--- src/pkg/gdoc_regs.vh ---
// field positions, command codes and reset values of the gate driver output control block
`ifndef GDOC_REGS_VH
`define GDOC_REGS_VH

// frame layout
`define GDOC_FRAME_BITS 16
`define GDOC_FRAME_STEP 8
`define GDOC_CMD_HI 15
`define GDOC_CMD_LO 11
`define GDOC_MSEL_HI 9
`define GDOC_MSEL_LO 6
`define GDOC_GEN_HI 8
`define GDOC_GEN_LO 6
`define GDOC_CH_HI 5
`define GDOC_CH_LO 0

// command codes in frame bits 15..11
`define GDOC_CMD_ONOFF 5'h09
`define GDOC_CMD_PINEN 5'h0a
`define GDOC_CMD_ANDOR 5'h0b

// status word positions
`define GDOC_ST_RESET 14
`define GDOC_ST_GD_HI 13
`define GDOC_ST_GD_LO 8

// reset values
`define GDOC_RST_ONOFF 6'h00
`define GDOC_RST_PINDIS 6'h00
`define GDOC_RST_ANDOR 6'h00
`define GDOC_RST_GEN 6'h00
`define GDOC_RST_MSEL 4'h0

`endif

--- src/hdl/gdoc_sync2.v ---
// two flip-flop synchroniser for a group of asynchronous inputs
`timescale 1ns/1ps
`default_nettype none

module gdoc_sync2 #(
   parameter WIDTH = 1,
   // reset level of each bit: the idle level of its pin, so no false edge follows reset
   parameter [WIDTH-1:0] RST_VAL = {WIDTH{1'b0}}
) (
   // clock and reset
   input wire clk,
   input wire arst_n,
   // data
   input wire [WIDTH-1:0] d,
   output reg [WIDTH-1:0] q
);

   reg [WIDTH-1:0] meta_reg;

   always @(posedge clk or negedge arst_n) begin
      if (!arst_n) begin
         meta_reg <= RST_VAL;
         q <= RST_VAL;
      end else begin
         meta_reg <= d;
         q <= meta_reg;
      end
   end

endmodule

`default_nettype wire

--- src/hdl/gdoc_top.v ---
// gate pre-driver output control: serial command decode, output merge, measure select, fault status
//
// Overview of operation
// - six gate outputs, pin or generator driven
// - off channel: drain below open threshold flags
// - on channel: drain above short threshold flags
// - gate faults shifted out in serial status
// - on/off bits 0-5 drive gates 1-6
// - on/off command code 01001, bit 10 ignored
// - select codes 0000,0111,1000,1001,1111 mean normal
// - other codes pick source and amplifier channels
// - measurement disables only the chosen pair
// - pin enable bit 0 enables, reset enabled
// - disabled pin ignores its combine setting
// - combine bit 0 ORs, 1 ANDs pin
// - generator enables in bits 8-6 of both
// - pin enable command code 01010 recognised
// - combine command code 01011 recognised
// - act only on 16 plus 8n clocks
// - execute command on chip select rise
// - default pin high: gates follow pins only
// - reset: outputs off, pins enabled and ORed
`timescale 1ns/1ps
`default_nettype none
`include "gdoc_regs.vh"

module gdoc_top #(
   parameter NCH = 6,
   parameter CNT_W = 8
) (
   // clock and reset
   input wire clk,
   input wire arst_n,
   // serial link from the host, sampled by clk
   input wire spi_sclk,
   input wire spi_cs_n,
   input wire spi_mosi,
   output reg spi_miso,
   output reg spi_miso_oe,
   // direct drive pins and mode pin
   input wire [NCH-1:0] direct_drive_pin,
   input wire default_mode_pin,
   // drain comparators and internal waveform
   input wire [NCH-1:0] drain_open_cmp,
   input wire [NCH-1:0] drain_short_cmp,
   input wire [NCH-1:0] gen_wave,
   // gate drive outputs
   output reg [NCH-1:0] gate_out,
   // load measurement routing, channel numbers 1..6, 0 for none
   output reg meas_active,
   output reg [2:0] meas_src_ch,
   output reg [2:0] meas_amp_ch,
   // generator enable to the frequency and duty engine
   output reg [NCH-1:0] gen_enable
);

   localparam SYNC_W = 3 + 1 + 3 * NCH;
   localparam [CNT_W-1:0] CNT_MAX = {CNT_W{1'b1}};
   localparam integer FRAME_MIN_I = `GDOC_FRAME_BITS;
   localparam [CNT_W-1:0] FRAME_MIN = FRAME_MIN_I[CNT_W-1:0];

   // decode a 4-bit select into {active, source channel, amplifier channel}
   function [6:0] meas_decode;
      input [3:0] code;
      begin
         case (code)
            4'h1: meas_decode = {1'b1, 3'h1, 3'h2};
            4'h2: meas_decode = {1'b1, 3'h2, 3'h1};
            4'h3: meas_decode = {1'b1, 3'h3, 3'h4};
            4'h4: meas_decode = {1'b1, 3'h4, 3'h3};
            4'h5: meas_decode = {1'b1, 3'h5, 3'h6};
            4'h6: meas_decode = {1'b1, 3'h6, 3'h5};
            4'ha: meas_decode = {1'b1, 3'h2, 3'h1};
            4'hb: meas_decode = {1'b1, 3'h3, 3'h1};
            4'hc: meas_decode = {1'b1, 3'h4, 3'h1};
            4'hd: meas_decode = {1'b1, 3'h5, 3'h1};
            4'he: meas_decode = {1'b1, 3'h6, 3'h1};
            default: meas_decode = 7'h00;
         endcase
      end
   endfunction

   // one-hot mask for a channel number 1..6, zero for 0
   function [5:0] ch_mask;
      input [2:0] ch;
      begin
         case (ch)
            3'h1: ch_mask = 6'h01;
            3'h2: ch_mask = 6'h02;
            3'h3: ch_mask = 6'h04;
            3'h4: ch_mask = 6'h08;
            3'h5: ch_mask = 6'h10;
            3'h6: ch_mask = 6'h20;
            default: ch_mask = 6'h00;
         endcase
      end
   endfunction

   // synchronised pins
   wire [SYNC_W-1:0] sync_q;
   wire sclk_s;
   wire cs_n_s;
   wire mosi_s;
   wire dflt_s;
   wire [NCH-1:0] pin_s;
   wire [NCH-1:0] open_s;
   wire [NCH-1:0] short_s;

   // select resets to its idle high level, else a false select edge would clear the reset flag
   gdoc_sync2 #(
      .WIDTH(SYNC_W),
      .RST_VAL({1'b0, 1'b1, {(SYNC_W-2){1'b0}}})
   ) i_gdoc_sync2 (
      .clk(clk),
      .arst_n(arst_n),
      .d({spi_sclk, spi_cs_n, spi_mosi, default_mode_pin, direct_drive_pin, drain_open_cmp, drain_short_cmp}),
      .q(sync_q)
   );

   // the waveform comes from same-clock logic and is read directly
   assign sclk_s = sync_q[SYNC_W-1];
   assign cs_n_s = sync_q[SYNC_W-2];
   assign mosi_s = sync_q[SYNC_W-3];
   assign dflt_s = sync_q[SYNC_W-4];
   assign pin_s = sync_q[3*NCH-1:2*NCH];
   assign open_s = sync_q[2*NCH-1:NCH];
   assign short_s = sync_q[NCH-1:0];

   // serial link state
   reg sclk_d_reg;
   reg cs_n_d_reg;
   reg [15:0] shift_reg;
   reg [CNT_W-1:0] bit_cnt_reg;

   // command registers
   reg [NCH-1:0] onoff_reg;
   reg [3:0] msel_reg;
   reg [NCH-1:0] pin_dis_reg;
   reg [NCH-1:0] and_sel_reg;
   reg [NCH-1:0] gen_en_reg;

   // fault and status
   reg [NCH-1:0] fault_reg;
   reg reset_flag_reg;

   wire sclk_rise;
   wire sclk_fall;
   wire cs_fall;
   wire cs_rise;
   wire frame_ok;
   wire [4:0] cmd_code;
   wire [15:0] status_word;
   wire [6:0] meas_dec;
   wire [NCH-1:0] meas_mask;
   wire [NCH-1:0] fault_set;

   assign sclk_rise = sclk_s & ~sclk_d_reg & ~cs_n_s;
   assign sclk_fall = ~sclk_s & sclk_d_reg & ~cs_n_s;
   assign cs_fall = ~cs_n_s & cs_n_d_reg;
   assign cs_rise = cs_n_s & ~cs_n_d_reg;
   assign cmd_code = shift_reg[`GDOC_CMD_HI:`GDOC_CMD_LO];

   assign frame_ok = (bit_cnt_reg >= FRAME_MIN) && (bit_cnt_reg[2:0] == 3'h0) && (bit_cnt_reg != CNT_MAX);

   assign meas_dec = meas_decode(msel_reg);
   assign meas_mask = ch_mask(meas_dec[5:3]) | ch_mask(meas_dec[2:0]);

   assign fault_set = ((open_s & ~gate_out) | (short_s & gate_out)) & ~meas_mask;

   assign status_word = {1'b0, reset_flag_reg, fault_reg | fault_set, 8'h00};

   // serial shifter: status loads at select fall, host data shifts in behind it
   always @(posedge clk or negedge arst_n) begin
      if (!arst_n) begin
         sclk_d_reg <= 1'b0;
         cs_n_d_reg <= 1'b1;
         shift_reg <= 16'h0000;
         bit_cnt_reg <= {CNT_W{1'b0}};
         spi_miso <= 1'b0;
         spi_miso_oe <= 1'b0;
      end else begin
         sclk_d_reg <= sclk_s;
         cs_n_d_reg <= cs_n_s;
         spi_miso_oe <= ~cs_n_s;
         if (cs_fall) begin
            shift_reg <= status_word;
            bit_cnt_reg <= {CNT_W{1'b0}};
            spi_miso <= status_word[15];
         end else begin
            if (sclk_rise) begin
               shift_reg <= {shift_reg[14:0], mosi_s};
               // saturate so an over-long frame can never look valid again
               if (bit_cnt_reg != CNT_MAX) begin
                  bit_cnt_reg <= bit_cnt_reg + {{(CNT_W-1){1'b0}}, 1'b1};
               end
            end
            if (sclk_fall) begin
               spi_miso <= shift_reg[15];
            end
         end
      end
   end

   // command execution
   always @(posedge clk or negedge arst_n) begin
      if (!arst_n) begin
         onoff_reg <= `GDOC_RST_ONOFF;
         msel_reg <= `GDOC_RST_MSEL;
         pin_dis_reg <= `GDOC_RST_PINDIS;
         and_sel_reg <= `GDOC_RST_ANDOR;
         gen_en_reg <= `GDOC_RST_GEN;
      end else begin
         if (cs_rise && frame_ok) begin
            case (cmd_code)
               `GDOC_CMD_ONOFF: begin
                  onoff_reg <= shift_reg[`GDOC_CH_HI:`GDOC_CH_LO];
                  msel_reg <= shift_reg[`GDOC_MSEL_HI:`GDOC_MSEL_LO];
               end
               `GDOC_CMD_PINEN: begin
                  pin_dis_reg <= shift_reg[`GDOC_CH_HI:`GDOC_CH_LO];
                  gen_en_reg[2:0] <= {shift_reg[`GDOC_GEN_HI], shift_reg[`GDOC_GEN_HI-1], shift_reg[`GDOC_GEN_LO]};
               end
               `GDOC_CMD_ANDOR: begin
                  and_sel_reg <= shift_reg[`GDOC_CH_HI:`GDOC_CH_LO];
                  gen_en_reg[5:3] <= shift_reg[`GDOC_GEN_HI:`GDOC_GEN_LO];
               end
               default: begin
                  onoff_reg <= onoff_reg;
               end
            endcase
         end
      end
   end

   // fault latches: sticky until the status word is loaded for reading
   always @(posedge clk or negedge arst_n) begin
      if (!arst_n) begin
         fault_reg <= {NCH{1'b0}};
         reset_flag_reg <= 1'b1;
      end else begin
         if (cs_fall) begin
            // a fault arriving in the load cycle stays set
            fault_reg <= fault_set;
            reset_flag_reg <= 1'b0;
         end else begin
            fault_reg <= fault_reg | fault_set;
         end
      end
   end

   // output merge
   reg [NCH-1:0] gate_next;
   reg serial_on;
   integer i;

   always @* begin
      gate_next = {NCH{1'b0}};
      serial_on = 1'b0;
      for (i = 0; i < NCH; i = i + 1) begin
         serial_on = onoff_reg[i] | (gen_en_reg[i] & gen_wave[i]);
         if (dflt_s) begin
            gate_next[i] = pin_s[i];
         end else if (meas_mask[i]) begin
            gate_next[i] = 1'b0;
         end else if (pin_dis_reg[i]) begin
            gate_next[i] = serial_on;
         end else if (and_sel_reg[i]) begin
            gate_next[i] = serial_on & pin_s[i];
         end else begin
            gate_next[i] = serial_on | pin_s[i];
         end
      end
   end

   always @(posedge clk or negedge arst_n) begin
      if (!arst_n) begin
         gate_out <= {NCH{1'b0}};
         meas_active <= 1'b0;
         meas_src_ch <= 3'h0;
         meas_amp_ch <= 3'h0;
         gen_enable <= {NCH{1'b0}};
      end else begin
         gate_out <= gate_next;
         // routing is held off in default mode since the pair is not disabled there
         meas_active <= meas_dec[6] & ~dflt_s;
         meas_src_ch <= dflt_s ? 3'h0 : meas_dec[5:3];
         meas_amp_ch <= dflt_s ? 3'h0 : meas_dec[2:0];
         gen_enable <= gen_en_reg;
      end
   end

endmodule

`default_nettype wire

--- config.mk ---
export PLATFORM = sky130hd
export DESIGN_NAME = gdoc_top
export DESIGN_NICKNAME = d
export VERILOG_FILES = /design/src/hdl/gdoc_sync2.v /design/src/hdl/gdoc_top.v
export VERILOG_INCLUDE_DIRS = /design/src /design/src/pkg
export SDC_FILE = /design/constraint.sdc
export NUM_CORES = 1
export LEC_CHECK = 0
export BUFFER_PORTS_ARGS = -buffer_cell sky130_fd_sc_hd__buf_2
export CAP_MARGIN = 25
export CORE_UTILIZATION = 44
export DETAILED_ROUTE_END_ITERATION = 6
export HOLD_SLACK_MARGIN = 0.08
export SLEW_MARGIN = 5
export SYNTH_ARGS = -nofsm -noshare
export SYNTH_HDL_FRONTEND = slang
export SYNTH_SLANG_ARGS = --single-unit
--- constraint.sdc ---
create_clock -name clk -period 3.1 [get_ports clk]
set_clock_uncertainty 0.2 [all_clocks]
set_input_delay 0 -clock clk [delete_from_list [all_inputs] [get_ports clk]]
set_output_delay 0 -clock clk [all_outputs]
set_load 0.005 [all_outputs]
==> results.sh <==
export IMPL_status="finished, final reports clean"
export IMPL_final_common_cell="dfrtp_1"
export IMPL_final_net_count=557
export IMPL_cts_resized=0
export IMPL_setup_violations=0
export IMPL_grt_pass1_wl_mm=16.91
export IMPL_timing_setup_tns_ps=0
export IMPL_final_cell_mix="dfrtp_1, nand2_1, dlygate4sd3_1"
export IMPL_synth_edf_count=0
export IMPL_final_area_sq_um=6436
export IMPL_dp_hpwl_mm=6.526
export IMPL_grt_antenna_before_repair=0
export IMPL_place_worst_setup_slack_ps=866.7
export IMPL_grt_max_degree=56
export IMPL_clock_sinks=126
export IMPL_die_h_microns=108.1
export IMPL_finalCritPeriodShare=0.7188
export IMPL_drc=0
export IMPL_drv_slew=0
export IMPL_leakage_nw=3.003
export IMPL_ys_seq_elements=126
export IMPL_io_pins=51
export IMPL_drt_wl_total_mm=10.22
export IMPL_hold_violations=0
export IMPL_worst_setup_path_start_kind="register"
export IMPL_die_w_microns=108.1
export IMPL_multi_input_area_sq_um=1660
export IMPL_clock_latency_ps=510
export IMPL_grt_pass1_vias=3345
export IMPL_power_density_nw_per_um2=583.4
export IMPL_overflow=0
export IMPL_cts_max_level=4
export IMPL_seq_area_sq_um=3158
export IMPL_min_period_ps=2228
export IMPL_worst_pin_slew_ps=741.6
export IMPL_avgRoutedWirePerCell_microns=15.19
export IMPL_vias_per_cell=5.067
export IMPL_synth_cell_type_count=54
export IMPL_area_growth_pct=29.87
export IMPL_start_util=0.4552
export IMPL_port_buffers=50
export IMPL_rsz0062_at_grt="false"
export IMPL_syn_avg_cell_area_sq_um=12.18
export IMPL_n_antenna_cell=0
export IMPL_hp_class="register to register"
export IMPL_yosysSeqAreaShare=0.6372
export IMPL_core_region_area_sq_um=10890
export IMPL_power_mw=3.755
export IMPL_drv_cap=0
export IMPL_netlist_area_sq_um=4956
export IMPL_timing_hold_ws_ps=146.0
export IMPL_place_area_sq_um=5351
export IMPL_drt_iter0_drc=165
export IMPL_cts_tree="built"
export IMPL_ant_nets=0
export IMPL_cp_data_arrival_time_ps=2450
export IMPL_yosysWarningCount=0
export IMPL_vdd_drop_max_uv=428.0
export IMPL_crit_required_ps=3320
export IMPL_clkTransAtPathRegs_ps=60
export IMPL_netlist_instances=407
export IMPL_endpoint_kind="register"
export IMPL_place_gp_congestion=0.7958
export IMPL_drt_pass1_iter_count=5
export IMPL_layout_drive_gt1_share=0.2439
export IMPL_cts_root_buf="clkbuf_8"
export IMPL_async_reset_ff_frac=1.000
export IMPL_max_freq_mhz=448.8
export IMPL_dieArea_sq_um=11690
export IMPL_grt_use_total=0.1956
export IMPL_num_rows=38
export IMPL_nFillCells=861
export IMPL_setup_ws_ps=871.9
export IMPL_clockBufferDepth=2
export IMPL_slew_headroom=0.5056
export IMPL_path_max_fanout=10
export IMPL_synth_ff_type="dfrtp_1"
export IMPL_cts_buffers=17
export IMPL_syn_nets=444
export IMPL_path_class="register to register"
export IMPL_via_count=3410
==> kinds of logic after synthesis <==
group | share of synthesized area
buffers and inverters | 0.02777
AND/OR/NAND/NOR | 0.1161
AO/OA/AOI/OAI | 0.1154
XOR/XNOR | 0.01060
adder cells (fa/ha/maj) | 0.01767
flip-flops | 0.6372
multiplexers | 0.07523
==> routing by layer <==
metal	GRT usage	routed length [microns]
met2	0.3057	4963
met1	0.2546	4778
met5	0	0
met3	0.06028	374
met4	0.07730	107
==> critical path: stages (launching register included) <==
cell and delay [ps]:
dfrtp_1 490, inv_1 150, ha_1 330, nand2b_1 150
o22a_1 140, nor2_1 50, a221o_1 400, o31ai_1 220
==> where the power goes <==
| part | internal [mW] | total (mW) | switching, mW |
|---|---|---|---|
| Clock | 1.06 | 1.74 | 0.679 |
| Combinational | 0.127 | 0.231 | 0.104 |
| Sequential | 1.72 | 1.79 | 0.0676 |
| Total | 2.90 | 3.75 | 0.850 |
==> what timing repair did <==
| item | 4_1_cts | 5_1_grt |
|---|---|---|
| hold buffers | 53 | 0 |
| endpoints found under the hold margin | 150 | 0 |
| setup buffers | 0 | 0 |
==> Yosys cell counts (3+ instances only) <==
cell type  number  area [sq um]
dfrtp_1       122          3053
nand2_1        54         202.7
nor2_1         34         127.6
a21oi_1        26         130.1
o21ai_0        21         105.1
mux2_2         18         202.7
inv_1          14         52.55
a22o_1          8         70.07
mux2i_1         8         80.08
ha_1            7         87.58
clkbuf_1        6         22.52
mux2_4          6         90.09
buf_2           5         25.02
nor2b_1         5         31.28
xor2_1          5         43.79
a31o_2          4         35.03
dfstp_2         4         105.1
nand2b_1        4         25.02
a22oi_1         3         22.52
a2bb2oi_1       3         26.28
a31oi_1         3         18.77
buf_4           3         22.52
nand4_1         3         18.77
nor3_1          3         15.01
nor3b_2         3         37.54
==> layout make-up <==
type                       instances  area share
clock buffer                      22     0.07348
multi-input combinational        251      0.2580
tap                              140     0.02722
sequential                       126      0.4907
clock inverter                    10    0.009914
timing repair buffer             110      0.1326
inverter                          14    0.008165
==> path summary, 6_finish.rpt <==
kind,from,end,slack [ps],depth (start not counted)
min in group asynchronous,arst_n,i_gdoc_sync2.q[4],390,4
worst max-delay path,msel_reg[1],shift_reg[9],870,7
worst min register to register,i_gdoc_sync2.meta_reg[19],i_gdoc_sync2.q[19],150,0
worst max register to register,msel_reg[1],shift_reg[9],870,7
worst min-delay path,i_gdoc_sync2.meta_reg[19],i_gdoc_sync2.q[19],150,0
max in group asynchronous,arst_n,i_gdoc_sync2.meta_reg[20],1950,4
==> metrics by stage <==
| stage | util | cells |
|---|---|---|
| floorplan | - | 407 |
| global placement | 0.4915 | 588 |
| detailed placement | 0.4915 | 588 |
| CTS | 0.5911 | 673 |
| global route | 0.5911 | 673 |
| finish | 0.5911 | 673 |
Power figures use the tool's default switching activity.
